### config.mk
export PLATFORM = sky130hd
export DESIGN_NAME = bcs_bus_cycle
export DESIGN_NICKNAME = d
export VERILOG_FILES = /design/src/design/bcs_pkg.sv /design/src/design/bcs_bus_cycle.sv
export SDC_FILE = /design/constraint.sdc
export NUM_CORES = 1
export LEC_CHECK = 0
export BUFFER_PORTS_ARGS = -buffer_cell sky130_fd_sc_hd__clkbuf_2
export CORE_AREA = 3 3 107 119
export DETAILED_ROUTE_END_ITERATION = 6
export DIE_AREA = 0 0 110 122
export GPL_TIMING_DRIVEN = 0
export PLACE_DENSITY = 0.93
export RECOVER_POWER = 100
export REMOVE_ABC_BUFFERS = 1
export SKIP_CTS_REPAIR_TIMING = 1
export SLEW_MARGIN = 15
export SYNTH_ARGS = -nofsm -noshare
export SYNTH_HDL_FRONTEND = slang
export SYNTH_SLANG_ARGS = --single-unit
### constraint.sdc
create_clock -name clock -period 6.6 [get_ports clock]
set_input_delay 1.65 -clock clock [delete_from_list [all_inputs] [get_ports clock]]
set_output_delay 1.65 -clock clock [all_outputs]
set_load 0.01 [all_outputs]
### src/design/bcs_pkg.sv
// Package for the bus cycle status and strobe block: codes, ranges, carriers.
// What this block does
// - Drive three-bit active-low cycle status code per cycle type.
// - Float cycle status during bus hold and hold acknowledge.
// - DMA cycle flag high in phases two to four of DMA cycles.
// - Float DMA cycle flag during bus hold and reset.
// - Bus lock flag driven low only in first phase of cycle.
// - Synchronous ready high means ready; low defers to synchronised asynchronous ready.
// - Upper block select asserted for memory cycles in programmable upper range; high during hold.
// - After reset the upper block covers F0000h to FFFFFh.
// - Upper-zero indicator low when address bits 19 to 16 are zero.
// - Upper-zero indicator set in first phase, stable until cycle end.
// - High-lane strobe is OR of high byte enable and write strobe.
// - Low-lane strobe is OR of address bit zero and write strobe.
// - Eight-bit variant drives one early write byte strobe, floated in reset.
// - Write strobe asserted for writes, floated during hold or reset.
// - Address-enable strap low at reset release selects normal emulator pin functions.
// - Multiplexed lines carry address only in first phase; address lines whole cycle.
package bcs_pkg;
  typedef enum logic [2:0] {
    CYC_INTA = 3'h0, CYC_IORD = 3'h1, CYC_IOWR = 3'h2, CYC_HALT = 3'h3,
    CYC_FETCH = 3'h4, CYC_MEMRD = 3'h5, CYC_MEMWR = 3'h6, CYC_PASSIVE = 3'h7
  } bcs_cycle_t;

  localparam logic [19:0] UPPER_BASE_RST = 20'hF0000;
  localparam logic [19:0] UPPER_LAST_RST = 20'hFFFFF;
  localparam logic [19:0] UPPER_MAX_SIZE = 20'h80000;

  typedef struct packed {
    bcs_cycle_t kind;
    logic dma;
    logic lock;
    logic bhe_n;
    logic [19:0] addr;
    logic [15:0] wdata;
  } bcs_req_t;

  typedef struct packed {
    logic [2:0] o;
    logic [2:0] oe;
  } bcs_status_pins_t;
endpackage

### src/design/bcs_bus_cycle.sv
// Bus cycle sequencer with status, lock, select and write strobe pins.
`timescale 1ns/1ps
module bcs_bus_cycle
  import bcs_pkg::*;
#(
  parameter bit WIDE_BUS = 1'b1
)
(
  input wire logic clock,
  input wire logic rstn,
  input wire logic req_valid,
  input wire bcs_req_t req,
  output logic req_ready,
  output logic done_ff,
  input wire logic hold_req,
  output logic hlda_ff,
  input wire logic srdy,
  input wire logic ardy,
  input wire logic aden_n_strap,
  input wire logic [19:0] upper_base,
  input wire logic [19:0] upper_size,
  input wire logic upper_prog,
  output bcs_status_pins_t status_ff,
  output logic dma_cycle_flag_ff,
  output logic dma_cycle_flag_oe_ff,
  output logic lock_n_ff,
  output logic ucs_n_ff,
  output logic uzi_n_ff,
  output logic normal_pins_ff,
  output logic wr_n_ff,
  output logic wr_n_oe_ff,
  output logic whb_n_ff,
  output logic wlb_n_ff,
  output logic wstrobe_oe_ff,
  output logic [19:0] a_ff,
  output logic [15:0] ad_o_ff,
  output logic ad_oe_ff
);
  typedef enum logic [2:0] {ST_IDLE, ST_T1, ST_T2, ST_T3, ST_T4, ST_HOLD} bcs_state_t;
  bcs_state_t state_ff;
  bcs_req_t cur_ff;
  logic rst_seen_ff;
  logic ardy_s1_ff;
  logic ardy_s2_ff;
  logic [19:0] ubase_ff;
  logic [19:0] usize_ff;

  function automatic logic is_write(input bcs_cycle_t k);
    return (k == CYC_MEMWR) || (k == CYC_IOWR);
  endfunction

  function automatic logic in_upper(input logic [19:0] a, input logic [19:0] b, input logic [19:0] s);
    logic [20:0] top;
    top = {1'b0, b} + {1'b0, s};
    return ({1'b0, a} >= {1'b0, b}) && ({1'b0, a} < top);
  endfunction

  function automatic logic is_mem(input bcs_cycle_t k);
    return (k == CYC_FETCH) || (k == CYC_MEMRD) || (k == CYC_MEMWR);
  endfunction

  // Asynchronous ready needs two stages before use
  always_ff @(posedge clock or negedge rstn)
    if (!rstn)
    begin
      ardy_s1_ff <= 1'b0;
      ardy_s2_ff <= 1'b0;
    end
    else
    begin
      ardy_s1_ff <= ardy;
      ardy_s2_ff <= ardy_s1_ff;
    end

  logic ready_now;
  assign ready_now = srdy || ardy_s2_ff;
  assign req_ready = (state_ff == ST_IDLE) && !hold_req;

  // Strap caught on the first clock after reset release
  always_ff @(posedge clock or negedge rstn)
    if (!rstn)
    begin
      rst_seen_ff <= 1'b0;
      normal_pins_ff <= 1'b0;
    end
    else if (!rst_seen_ff)
    begin
      rst_seen_ff <= 1'b1;
      normal_pins_ff <= !aden_n_strap;
    end

  // Upper range reprogrammed only between cycles; a write with size above the cap is ignored whole
  always_ff @(posedge clock or negedge rstn)
    if (!rstn)
    begin
      ubase_ff <= UPPER_BASE_RST;
      usize_ff <= UPPER_LAST_RST - UPPER_BASE_RST + 20'h00001;
    end
    else if (upper_prog && state_ff == ST_IDLE && upper_size <= UPPER_MAX_SIZE)
    begin
      ubase_ff <= upper_base;
      usize_ff <= upper_size;
    end

  always_ff @(posedge clock or negedge rstn)
    if (!rstn)
    begin
      state_ff <= ST_IDLE;
      cur_ff <= '0;
      done_ff <= 1'b0;
      hlda_ff <= 1'b0;
    end
    else
    begin
      done_ff <= 1'b0;
      unique case (state_ff)
        ST_IDLE:
          if (hold_req)
          begin
            state_ff <= ST_HOLD;
            hlda_ff <= 1'b1;
          end
          else if (req_valid)
          begin
            cur_ff <= req;
            state_ff <= ST_T1;
          end
        ST_T1: state_ff <= ST_T2;
        ST_T2: state_ff <= ST_T3;
        ST_T3:
          if (ready_now)
            state_ff <= ST_T4;
        ST_T4:
        begin
          state_ff <= ST_IDLE;
          done_ff <= 1'b1;
        end
        ST_HOLD:
          if (!hold_req)
          begin
            state_ff <= ST_IDLE;
            hlda_ff <= 1'b0;
          end
      endcase
    end

  // Pins float only once the bus is really handed over, never mid-cycle
  logic to_hold;
  logic nxt_t1;
  assign to_hold = (state_ff == ST_HOLD) || (state_ff == ST_IDLE && hold_req);
  assign nxt_t1 = (state_ff == ST_IDLE) && !hold_req && req_valid;

  // Status pins: code presented from T1 through T3, passive in T4 and idle
  always_ff @(posedge clock or negedge rstn)
    if (!rstn)
      status_ff <= '{o: 3'h7, oe: 3'h7};
    else if (to_hold)
      status_ff <= '{o: 3'h7, oe: 3'h0};
    else if (nxt_t1)
      status_ff <= '{o: req.kind, oe: 3'h7};
    else if (state_ff == ST_T3 && ready_now || state_ff == ST_T4 || state_ff == ST_IDLE)
      status_ff <= '{o: CYC_PASSIVE, oe: 3'h7};

  always_ff @(posedge clock or negedge rstn)
    if (!rstn)
    begin
      dma_cycle_flag_ff <= 1'b0;
      dma_cycle_flag_oe_ff <= 1'b0;
      lock_n_ff <= 1'b1;
    end
    else
    begin
      dma_cycle_flag_oe_ff <= normal_pins_ff && !to_hold;
      dma_cycle_flag_ff <= (state_ff == ST_T1 || state_ff == ST_T2 || state_ff == ST_T3) && cur_ff.dma;
      lock_n_ff <= !(nxt_t1 && req.lock);
    end

  // Upper-zero and select latched at T1, held to cycle end
  always_ff @(posedge clock or negedge rstn)
    if (!rstn)
    begin
      uzi_n_ff <= 1'b1;
      ucs_n_ff <= 1'b1;
    end
    else if (to_hold)
    begin
      uzi_n_ff <= 1'b1;
      ucs_n_ff <= 1'b1;
    end
    else if (nxt_t1)
    begin
      uzi_n_ff <= !(normal_pins_ff && (req.addr[19:16] == 4'h0));
      ucs_n_ff <= !(is_mem(req.kind) && in_upper(req.addr, ubase_ff, usize_ff));
    end
    else if (state_ff == ST_T4)
    begin
      uzi_n_ff <= 1'b1;
      ucs_n_ff <= 1'b1;
    end

  // Address pins: mux lines carry address in T1 only, data after
  always_ff @(posedge clock or negedge rstn)
    if (!rstn)
    begin
      a_ff <= '0;
      ad_o_ff <= '0;
      ad_oe_ff <= 1'b0;
    end
    else if (nxt_t1)
    begin
      a_ff <= req.addr;
      ad_o_ff <= req.addr[15:0];
      ad_oe_ff <= 1'b1;
    end
    else if (state_ff == ST_T1)
    begin
      ad_o_ff <= cur_ff.wdata;
      ad_oe_ff <= is_write(cur_ff.kind);
    end
    else if (state_ff == ST_T4 || state_ff == ST_HOLD)
      ad_oe_ff <= 1'b0;

  // Write strobes; the narrow bus drives its byte strobe from T1 like the address
  logic wr_phase;
  assign wr_phase = is_write(cur_ff.kind) && (state_ff == ST_T1 || state_ff == ST_T2)
                    || (state_ff == ST_T3 && is_write(cur_ff.kind) && !ready_now);
  always_ff @(posedge clock or negedge rstn)
    if (!rstn)
    begin
      wr_n_ff <= 1'b1;
      wr_n_oe_ff <= 1'b0;
      whb_n_ff <= 1'b1;
      wlb_n_ff <= 1'b1;
      wstrobe_oe_ff <= 1'b0;
    end
    else
    begin
      wr_n_ff <= !(wr_phase && state_ff != ST_T1);
      wr_n_oe_ff <= !to_hold;
      wstrobe_oe_ff <= 1'b1;
      if (WIDE_BUS)
      begin
        whb_n_ff <= cur_ff.bhe_n || !(wr_phase && state_ff != ST_T1);
        wlb_n_ff <= cur_ff.addr[0] || !(wr_phase && state_ff != ST_T1);
      end
      else
      begin
        whb_n_ff <= 1'b1;
        wlb_n_ff <= !(nxt_t1 && is_write(req.kind) || wr_phase);
      end
    end

  a_status_passive: assert property (@(posedge clock) disable iff (!rstn)
    (state_ff == ST_IDLE && !hold_req && !req_valid) |=> status_ff.o == CYC_PASSIVE)
    else $error("status not passive when idle");
  a_status_code: assert property (@(posedge clock) disable iff (!rstn)
    nxt_t1 |=> status_ff.o == $past(req.kind) && status_ff.oe == 3'h7)
    else $error("status code wrong at T1");
  a_status_float: assert property (@(posedge clock) disable iff (!rstn)
    state_ff == ST_HOLD |=> status_ff.oe == 3'h0)
    else $error("status driven during hold");
  a_dma_flag: assert property (@(posedge clock) disable iff (!rstn)
    (state_ff == ST_T2 && cur_ff.dma) |=> dma_cycle_flag_ff)
    else $error("dma flag missing in T3");
  a_dma_last: assert property (@(posedge clock) disable iff (!rstn)
    (state_ff == ST_T4 && cur_ff.dma) |-> dma_cycle_flag_ff)
    else $error("dma flag missing in T4");
  a_wb_early: assert property (@(posedge clock) disable iff (!rstn)
    (!WIDE_BUS && nxt_t1 && is_write(req.kind)) |=> !wlb_n_ff)
    else $error("byte strobe late on narrow bus");
  a_dma_float: assert property (@(posedge clock) disable iff (!rstn)
    hlda_ff |=> !dma_cycle_flag_oe_ff)
    else $error("dma flag driven in hold");
  a_lock_first: assert property (@(posedge clock) disable iff (!rstn)
    !lock_n_ff |-> state_ff == ST_T1 ##1 lock_n_ff)
    else $error("lock outside first phase");
  a_ucs_hold: assert property (@(posedge clock) disable iff (!rstn)
    state_ff == ST_HOLD |-> ucs_n_ff)
    else $error("upper select active in hold");
  a_uzi_stable: assert property (@(posedge clock) disable iff (!rstn)
    (state_ff == ST_T2 || state_ff == ST_T3) |-> $stable(uzi_n_ff))
    else $error("upper-zero changed mid cycle");
  a_uzi_value: assert property (@(posedge clock) disable iff (!rstn)
    (nxt_t1 && normal_pins_ff) |=> uzi_n_ff == ($past(req.addr[19:16]) != 4'h0))
    else $error("upper-zero value wrong");
  a_whb_or: assert property (@(posedge clock) disable iff (!rstn)
    (WIDE_BUS && !whb_n_ff) |-> !cur_ff.bhe_n && !wr_n_ff)
    else $error("high lane strobe without enable");
  a_wlb_or: assert property (@(posedge clock) disable iff (!rstn)
    (WIDE_BUS && !wlb_n_ff) |-> !cur_ff.addr[0] && !wr_n_ff)
    else $error("low lane strobe without a0 low");
  a_wr_float: assert property (@(posedge clock) disable iff (!rstn)
    state_ff == ST_HOLD |-> !wr_n_oe_ff)
    else $error("write strobe driven in hold");
  a_ad_addr: assert property (@(posedge clock) disable iff (!rstn)
    nxt_t1 |=> ad_o_ff == $past(req.addr[15:0]) ##1 a_ff == $past(a_ff))
    else $error("address phase wrong");
endmodule

# After elaboration in Yosys (flattened, before gate mapping)
# Index checks and enable logic that the tools add are counted.
op_classes:
  add_sub_neg: 1
  order_cmp: 3
  bitwise: 1
  n_eq_ne: 15
  n_reduce_logical: 47
  mux: 22
ops:
  columns: ["operator", "count"]
  rows:
  - ["$mux 16", 2]
  - ["$add 20x20->21", 1]
  - ["$lt 20x21->1", 1]
  - ["$ge 20x20->1", 1]
  - ["$le 20x20->1 const B", 1]
  - ["$eq 3x3->1 const B", 6]
  - ["$mux 6", 3]
  - ["$pmux 3 s6", 1]
  - ["$logic_and 1x1->1", 16]
  - ["$logic_or 1x1->1", 13]
  - ["$mux 3", 4]
  - ["$mux 1", 11]
  - ["$eq 3x2->1 const B", 3]
  - ["$reduce_and 3->1", 3]
  - ["$reduce_bool 3->1", 3]
  - ["$logic_not 1->1", 8]
  - ["$ne 2x2->1 const B", 3]
  - ["$logic_not 4->1", 1]
  - ["$reduce_bool 2->1", 2]
  - ["$eq 3x1->1 const B", 1]
  - ["$logic_not 3->1", 1]
  - ["$ne 3x1->1 const B", 1]
  - ["$ne 3x3->1 const B", 1]
  - ["$pmux 1 s2", 1]
  - ["$not 1->1", 1]
word_totals:
  reg_bits: 123
  word_cells: 117
  in_bits: 90

# Depth between registers and ports, before layout
# Gate-level depths: netlist of run 1.
depth:
  depth_word: 8
  mapped_depth: 16
  depth_no_buf: 16

# Worst setup path after synthesis of run 1
# Ideal clock, no wire load.
synth_timing:
  path_kind: "input to output"
  startpoint: "in hold_req"
  endpoint: "out req_ready"
  cell_stages: 2
  t_arrival_ns: 2.116
  path_buffers: 1
  slack_ns: 2.834
  path_cell_list: "clkbuf_1 -> nor4_2"
synth_via:
  elab_chain_cells: 2
synth_rtl:
  columns: ["item", "line_no", "rtl"]
  rows:
  - ["from (decl)", "bcs_bus_cycle.sv:15", "input wire logic hold_req,"]
  - ["$logic_not 1->1", "bcs_bus_cycle.sv:77", "assign req_ready = (state_ff == ST_IDLE) && !hold_req;"]
  - ["$logic_and 1x1->1", "bcs_bus_cycle.sv:77", null]
  - ["to (decl)", "bcs_bus_cycle.sv:13", "output logic req_ready,"]
# Every way passes these cells.

==> summary.md, run 1 <==
| Metric | Value |
|---|---|
| Status | finished with violations |
| Violated checks | capacitance limit, slew limit |
| Residual DRC | 0 |
| Nets | roughly 970 |
| Fin. Hold Viols | 0 |
| Worst VDD drop | 0.000248 V |
| H-tree Lvls | 4 |
| Yosys cell types | 59 |
| Root buffer cell | clkbuf_16 |
| RSZ-0062 raised after global routing | false |
| Seq/Total Area, Yosys | 44.4% |
| Initial Util | roughly 60% |
| Detailed Route WL | 16.9 mm |
| Clock latency at the later pin of the worst-skew pair | roughly 400 ps |
| Largest area contributor in the netlist | dfrtp_1 |
| Worst-path clk slew | around 60 ps |
| Top FF cell, synth | dfrtp_1 |
| Crit path from | rstn |
| Top post-synthesis cells by area | dfrtp_1, ha_1, mux2_4 |
| Slowest cell on crit path | clkbuf_1 |
| Crit path to | a_ff[13] |
| Min-delay worst type | reg2reg |
| Worst r2r path cells | 16 |
| Stages on worst setup path | 2 |
| Worst Path Arrival | 4870 ps |
| FF-to-FF End | ucs_n_ff |
| Crit path max fanout | between 70 and 80 |
| Final critical-path required period | 4720 ps |
| Worst setup SP type | primary input |
| Antenna violations before repair | 0 |
| Setup CP Type | in2async |
| Clock Sink Count | 120 |
| First-pass GRT wire length | 27.0 mm |
| PwrDens | approximately 580 nW/um^2 |
| Gr ovfl total | 0 |
| Register bit total from synthesis | 120 |
| Final antenna-violating net count | 0 |
| Post-DP HPWL | 12.0 mm |
| Core area | 11500 um^2 |
| Most frequent cell after synthesis | nand2_1 |
| Die Ht | 122 um |
| Area after DPL | 7670 um^2 |
| Max clock buf depth | 2 |
| Ports | 147 |
| Post-synthesis async set-or-reset flop share | between 90% and 100% |
| Achievable Freq | about 210 MHz |
| Yosys top cell area share | between 30% and 40% |
| Total CTS buffers | 17 |
| Vias in the first global route | 5593 |
| Syn Std Cell Area | 6800 um^2 |
| Area Growth Syn to Fin | 17.4% |
| Largest delay contributor family on the critical path | buffers and inverters |
| TritonCTS clock tree | built |
| Die Wd | 110 um |
| Syn Inst Count | 673 |
| Via/cell ratio | between 5 and 6 |
| LEAKAGE | 3.87 nW |
| Slew Limit Fails | 244 |
| Critical path required time | between 6000 and 7000 ps |
| GPL Wtd Cong | 0.893 |
| Cell Chain, Critical Path | clkbuf_1, clkbuf_2 |
| Mapped Avg Cell Area | 10.1 um^2 |
| Final setup viols | 0 |
| Initial DRC count | 408 |
| Vias | 5614 |
| Largest net degree at the start of global routing | 78 |
| All-layer global routing usage | 26.1% |
| EDFF count, synth | 0 |
| CP endpoint kind | async pin |
| PortBufs | 146 |
| Cell Rows | 41 |
| Worst clock skew | 7.70 ps |
| Critical path buffers and inverters | 2 |
| Ant. Diodes | 0 |
| Max stage delay on crit path | 1590 ps |
| Final Instance Area | 7990 um^2 |
| Final period util | 71.5% |
| Die Area | between 10000 and 15000 um^2 |
| Synth Warn # | 0 |
| Crit Reg-Reg Startpoint | ubase_ff[0] |
| Slew headroom | -52.0% |
| Number of max-cap violations | 5 |
| WL per Instance | about 17 um |
| R2R setup slack | approximately 2700 ps |
| Drt first pass iters | 5 |
| Share of cells above drive strength 1 | approximately 17% |
| Slew @ Worst Pin | 2280 ps |
| Most common library cells after synthesis | nand2_1, dfrtp_1, ha_1, o21ai_0, mux2_4 |
| Total negative slack | 0 ps |
[registers in the layout (all words and copies together), names as in the netlist, 3 cells and up]
signal     cells
status_ff      4
usize_ff      20
ad_o_ff       16
cur_ff        21
a_ff          20
ubase_ff      20
state_ff       3
[final cells by class]
cell class                 instances  area, um^2
clock buffer                      19         443
inverter                          28         105
timing repair buffer             150         674
fill                             916        3550
clock inverter                    13         195
tap                              150         188
sequential                       120        3020
multi-input combinational        501        3360
[how the worst min path moves through the flow]
stage | slack [ps] | start | endpoint | cells past startpoint
final | 350 | ardy_s1_ff | ardy_s2_ff | 0
after global routing | 350 | ardy_s1_ff | ardy_s2_ff | 0
after CTS | 360 | ardy_s1_ff | ardy_s2_ff | 0
after detailed placement | 350 | ardy_s1_ff | ardy_s2_ff | 0
after global placement | 330 | ardy_s1_ff | ardy_s2_ff | 0
after floorplan | 330 | ardy_s1_ff | ardy_s2_ff | 0
[layout by cell type (no fill, tap or decap), types with 9 or more instances in the layout]
master / Yosys / routed
clkbuf_2: 0 / 89
inv_1: 28 / 28
nor2_1: 23 / 23
dfstp_2: 15 / 14
clkbuf_16: 0 / 17
nand2_1: 150 / 150
nor3_1: 10 / 10
clkbuf_1: 10 / 62
ha_1: 59 / 59
dfrtp_1: 105 / 105
nor4_1: 8 / 9
nand2b_1: 10 / 10
mux2i_1: 17 / 17
a21oi_1: 32 / 32
o21ai_0: 47 / 47
mux2_1: 0 / 37
[layer usage]
layer | part of all wire (%) | track usage, %
met1 | 41 | 32.5
met2 | 50 | 43.2
met3 | 5.6 | 5.30
met4 | 3.2 | 11.9
met5 | 0 | 0
[kinds of logic (layout without fill, tap and decap cells)]
logic type	count (synthesis)	in the layout	synth area share [%]
xor gates and xnor gates	13	13	1.67
AOI/OAI and AO/OA	121	121	10.8
other	1	1	0.0551
and+or+nand+nor	248	248	16.6
muxes	58	58	11.5
buffers and inverters	52	210	3.86
adders and majority gates	60	60	11.1
DFF	120	120	44.4
[power breakdown]
part,internal [mW],total (mW),switching (mW),leakage [nW]
Clock,0.647,0.996,0.349,0.306
Sequential,1.08,1.31,0.238,1.45
Combinational,0.950,2.29,1.34,2.12
Total,2.67,4.60,1.93,3.87
[per-stage QoR]
step | total power, mW | std cells | setup WS (ps) | util, % | hold slack [ps]
global route | 4.96 | 981 | 1220 | 69.2 | 352
floorplan | 2.98 | 649 | 2380 | - | 331
finish | 4.60 | 981 | 1880 | 69.2 | 350
global placement | 3.51 | 945 | 1290 | 65.5 | 332
detailed placement | 3.64 | 949 | 2500 | 66.5 | 346
CTS | 4.74 | 981 | 2690 | 72.0 | 355
(Power assumes the default switching activity.)
==> run 2: changes to the inputs <==
CORE_AREA = 3 3 116 129   (was 3 3 107 119)
DIE_AREA = 0 0 119 132   (was 0 0 110 122)
PLACE_DENSITY = 0.85   (was 0.93)
clock period = 4.1 ns   (was 6.6 ns; I/O delays follow)
==> run 2 against run 1 <==
  * The run still ends with capacitance limit, slew limit left
  * Sequential power rose by 61%
  * Critical path depth is 12 higher
  * Register-to-register slack got worse by 2400 ps
  * Cell area unchanged
  * Global-route usage fell by 5.2 points
  * Sequential share of layout area is the same
  * Clock skew decreased by 4.6 ps
  * Via count shrank 4.2%
  * Routed wire length down 6.7%
  * Critical path type is now reg2reg
==> summary.md, run 2 (synthesis results as in run 1) <==
| Metric | Value |
|---|---|
| Met3 Use GR | 4.94% |
| Place WS | 393 ps |
| RSZ-0062 raised after global routing | false |
| Antenna violations before repair | 0 |
| Worst clock skew | approximately 3.1 ps |
| Die Area | 15700 um^2 |
| Vias in the first global route | 5299 |
| Die Ht | roughly 130 um |
| Achievable Freq | between 200 and 300 MHz |
| Drt first pass iters | 4 |
| Commonest non-fill, non-tap cell in the layout | nand2_1 |
| CP endpoint kind | flop |
| Clock latency at the later pin of the worst-skew pair | around 420 ps |
| Worst r2r path cells | 14 |
| GPL Wtd Cong | 0.816 |
| Share of cells above drive strength 1 | 17.3% |
| Most flop-heavy register | cur_ff |
| M2 GR Usage | between 30 and 40% |
| Slew Limit Fails | 91 |
| Max clock buf depth | 2 |
| Stages on worst setup path | 14 |
| Final Instance Area | 7990 um^2 |
| Clock Sink Count | 120 |
| Total CTS buffers | 17 |
| Final antenna-violating net count | 0 |
| Ports | 147 |
| PortBufs | 146 |
| Gr ovfl total | 0 |
| Critical path buffers and inverters | 0 |
| Crit Reg-Reg Startpoint | ubase_ff[4] |
| Ant. Diodes | 0 |
| H-tree Lvls | 4 |
| Slew @ Worst Pin | roughly 2900 ps |
| R2R setup slack | 340 ps |
| FF-to-FF End | ucs_n_ff |
| Residual DRC | 0 |
| GR Util met1 | 26.3% |
| Number of max-cap violations | 2 |
| Slew headroom | -94.0% |
| Nets | approximately 970 |
| Cell Rows | 45 |
| Final WS setup | 336 ps |
| LEAKAGE | 3.86 nW |
| Vias | 5381 |
| Area Growth Syn to Fin | 17.4% |
| Violated checks | capacitance limit, slew limit |
| First-pass GRT wire length | between 20 and 30 mm |
| Status | finished with violations |
| Initial DRC count | 333 |
| Worst Path Arrival | 4110 ps |
| Setup CP Type | reg2reg |
| Crit path from | ubase_ff[4] |
| Slowest cell on crit path | or4b_1 |
| WL per Instance | 15.5 um |
| Max reg flops | 21 |
| All-layer global routing usage | 20.8% |
| Worst-path clk slew | 60 ps |
| Die Wd | 119 um |
| Via/cell ratio | 5.28 |
| Root buffer cell | clkbuf_16 |
| Crit path max fanout | 5 |
| Cell Chain, Critical Path | ha_1, a21oi_2, nand2_1, nor3_1, nor3_1, or4b_1, o311a_1, ha_1, nand3_1, nor4_1, nand2b_1, o211ai_1, o211ai_1, a32oi_1 |
| Max stage delay on crit path | roughly 530 ps |
| Final setup viols | 0 |
| Fin. Hold Viols | 0 |
| Worst VDD drop | 0.000340 V |
| Detailed Route WL | 15.8 mm |
| Initial Util | 49.3% |
| Worst setup SP type | flop |
| Final period util | 91.8% |
| TritonCTS clock tree | built |
| Total power | 6.96 mW |
| Area after DPL | around 7700 um^2 |
| PwrDens | approximately 870 nW/um^2 |
| Final critical-path required period | 3760 ps |
| Gr busiest metal | met2 |
| Core area | 13800 um^2 |
| Critical path required time | ~4400 ps |
| Min-delay worst type | reg2reg |
| Crit path to | ucs_n_ff |
| Largest net degree at the start of global routing | a little under 70 |
| Post-DP HPWL | approximately 12 mm |
| Largest delay contributor family on the critical path | simple AND/OR/NAND/NOR gates |
| Leading cell types in the layout, fill and taps excluded | nand2_1, dfrtp_1, clkbuf_2, clkbuf_1, ha_1 |
[run 2: changes by cell type in the layout (fill, tap and decap cells not counted), sizes merged]
cell,previous run,this run
clkbuf,169,168
bufinv,4,1
dlymetal6s2s,0,1
inv,30,28
clkinvlp,2,3
clkinv,5,8
buf,0,1
[run 2: worst min-delay path by stage]
| stage | start | to | slack, ps | cells after the start |
|---|---|---|---|---|
| after CTS | ardy_s1_ff | ardy_s2_ff | 360 | 0 |
| after detailed placement | ardy_s1_ff | ardy_s2_ff | 350 | 0 |
| after floorplan | ardy_s1_ff | ardy_s2_ff | 330 | 0 |
| after global routing | ardy_s1_ff | ardy_s2_ff | 370 | 0 |
| after global placement | ardy_s1_ff | ardy_s2_ff | 340 | 0 |
| final | ardy_s1_ff | ardy_s2_ff | 360 | 0 |
[run 2: area by class of cell]
class / count / area (um^2)
Clock inverter: 12 / 104
Inverter: 28 / 105
Tap cell: 188 / 235
Sequential cell: 120 / 3020
Timing Repair Buffer: 150 / 709
Clock buffer: 20 / 447
Multi-Input combinational cell: 501 / 3370
Fill cell: 1208 / 5810
[run 2: per-layer routing]
layer / up-vias / wire, um
met5: - / 0
met4: 0 / 353
met3: 30 / 792
met2: 155 / 7710
met1: 2548 / 6930
li1: 2648 / -
[run 2: through the flow]
stage | hold slack, ps | util [%] | std cells | setup TNS [ps]
after floorplan | 331 | - | 649 | 0
after global placement | 336 | 55.2 | 983 | -24930
after detailed placement | 347 | 56.0 | 987 | 0
after CTS | 361 | 60.0 | 1019 | 0
after global routing | 370 | 57.9 | 1019 | 0
final | 364 | 57.9 | 1019 | 0
[run 2: power breakdown]
part	total, mW	switching (mW)	internal (mW)
registers	2.11	0.374	1.73
logic	3.47	1.97	1.50
clock network	1.38	0.540	0.843
total	6.96	2.88	4.08
==> run 3: changes to the inputs <==
CORE_AREA = 3 3 111 123   (was 3 3 116 129)
DIE_AREA = 0 0 114 126   (was 0 0 119 132)
PLACE_DENSITY = 0.88   (was 0.85)
clock period = 3.8 ns   (was 4.1 ns; I/O delays follow)
==> run 3 against run 2 <==
  * The run still ends with capacitance limit, slew limit left
  * Register-to-register slack worse by 120 ps
  * Die area decreased by 8.6%
  * Maximum frequency rose by 5.1%
  * Non-clock buffer count grew 3
  * Final cell count down 2.7%
  * Sequential power up 9%
  * Clock skew is 5.1 ps higher
  * Worst setup slack worse by 120 ps
  * Count of clock-buffer cells in the layout unchanged
  * Routed wire length up 7.3%
  * Sequential share of layout area shrank 0.38 points
==> summary.md, run 3 (synthesis results as in run 1) <==
| Metric | Value |
|---|---|
| Cell Chain, Critical Path | ha_1, a21oi_1, nand2_1, nor3_4, nor3_2, or4b_1, o311a_1, ha_1, nand3_2, nor4_2, nand2b_1, o211ai_1, o211ai_1, a32oi_1 |
| Sw power | 3.33 mW |
| Clock Sink Count | 120 |
| Crit path from | ubase_ff[8] |
| Worst VDD drop | 0.000451 V |
| Worst setup SP type | flop |
| Worst Path Arrival | a little under 4000 ps |
| Via/cell ratio | 5.65 |
| Area after DPL | 7680 um^2 |
| PwrDens | 985 nW/um^2 |
| Setup CP Type | reg2reg |
| Achievable Freq | 279 MHz |
| Max clock buf depth | 2 |
| Slowest cell on crit path | or4b_1 |
| Gr ovfl total | 0 |
| Max stage delay on crit path | 510 ps |
| TritonCTS clock tree | built |
| FF-to-FF End | ucs_n_ff |
| Cell Rows | 43 |
| Slew Limit Fails | 84 |
| Final Instance Area | 8070 um^2 |
| Hold path depth | 0 |
| Slew headroom | -61.2% |
| R2R setup slack | between 200 and 250 ps |
| Most flop-heavy register | cur_ff |
| Flop pwr share | 28.8% |
| LEAKAGE | 3.90 nW |
| Area Growth Syn to Fin | 18.6% |
| Clock latency at the later pin of the worst-skew pair | 410 ps |
| First-pass GRT wire length | 27.3 mm |
| Worst clock skew | between 8 and 9 ps |
| Initial DRC count | 507 |
| Net Sw Frac | between 40% and 50% |
| Total power | 7.94 mW |
| Crit Reg-Reg Startpoint | ubase_ff[8] |
| Number of max-cap violations | 2 |
| Die Area | ~14000 um^2 |
| Final antenna-violating net count | 0 |
| Ant. Diodes | 0 |
| Critical path required time | ~4100 ps |
| Fill count | 1072 |
| Residual DRC | 0 |
| Worst-path clk slew | 60 ps |
| PortBufs | 146 |
| Die Wd | ~110 um |
| Vias | approximately 5600 |
| Clk pwr share | 20.6% |
| Initial Util | 54.0% |
| Nets | 971 |
| Leading cell types in the layout, fill and taps excluded | nand2_1, dfrtp_1, clkbuf_2, clkbuf_1, ha_1 |
| Final core utilization | between 60% and 70% |
| Vias in the first global route | 5583 |
| Cell Int Power | about 4.6 mW |
| Hold_ws | 369 ps |
| H-tree Lvls | 4 |
| Drt first pass iters | 5 |
| Detailed Route WL | 16.9 mm |
| Final period util | 94.3% |
| Commonest non-fill, non-tap cell in the layout | nand2_1 |
| Largest net degree at the start of global routing | between 70 and 80 |
| Comb power frac | 50.5% |
| Max reg flops | 21 |
| Die Ht | 126 um |
| Post-DP HPWL | ~12 mm |
| Total CTS buffers | 17 |
| Final setup viols | 0 |
| Share of cells above drive strength 1 | 19.2% |
| Worst r2r path cells | 14 |
| Ports | about 150 |
| Antenna violations before repair | 0 |
| GPL Wtd Cong | between 0.8 and 0.9 |
| Status | finished with violations |
| WL per Instance | 17.1 um |
| Root buffer cell | clkbuf_16 |
| Slew @ Worst Pin | 2420 ps |
| Final critical-path required period | between 3000 and 4000 ps |
| Crit path to | ucs_n_ff |
| Crit path max fanout | 4 |
| Violated checks | capacitance limit, slew limit |
| Core area | 12600 um^2 |
| CP endpoint kind | flop |
| All-layer global routing usage | 23.8% |
| Min-delay worst type | reg2reg |
| Fin. Hold Viols | 0 |
## run 3: how the worst min path moves through the flow
stage | start | end
after global routing | ardy_s1_ff | ardy_s2_ff
after detailed placement | ardy_s1_ff | ardy_s2_ff
after floorplan | ardy_s1_ff | ardy_s2_ff
after CTS | ardy_s1_ff | ardy_s2_ff
after global placement | ardy_s1_ff | ardy_s2_ff
final | ardy_s1_ff | ardy_s2_ff
## run 3: power groups by stage
stage,Sequential [mW],Combinational (mW),Clock (mW)
after floorplan,2.28,2.90,0
after global placement,2.27,3.82,0
after detailed placement,2.31,4.02,0
after CTS,2.29,4.11,1.67
after global routing,2.36,4.52,1.71
final,2.29,4.01,1.64
## run 3: worst max-delay path: cells and delay by family, from the launching register on
kind	cells	cell delay, ps
DFF	1	430
AOI/OAI and AO/OA	5	950
adders and majority gates	2	720
and+or+nand+nor	7	1390
## run 3: layout make-up
| type | count | area (um^2) | share of cell area (%) |
|---|---|---|---|
| clock buffers | 20 | 447 | 5.54 |
| clock inverters | 12 | 150 | 1.86 |
| inverters | 28 | 105 | 1.30 |
| multi-input cells | 501 | 3420 | 42.4 |
| flip-flops and latches | 120 | 3020 | 37.4 |
| well taps | 157 | 196 | 2.43 |
| repair buffers | 153 | 724 | 8.98 |
## run 3: routing by layer
metal	up-vias	track usage, %	routed length [um]
li1	2652	-	-
met1	2698	30.3	7180
met2	204	40.2	8450
met3	41	3.51	872
met4	0	10.7	446
met5	-	0	0
## run 3: stage by stage
stage | TNS, ps | std cells | worst slack [ps]
after floorplan | 0 | 649 | 276
after global placement | -33410 | 952 | -851
after detailed placement | 0 | 956 | 127
after CTS | 0 | 988 | 58.4
after global routing | -37.4 | 991 | -37.4
final | 0 | 991 | 218
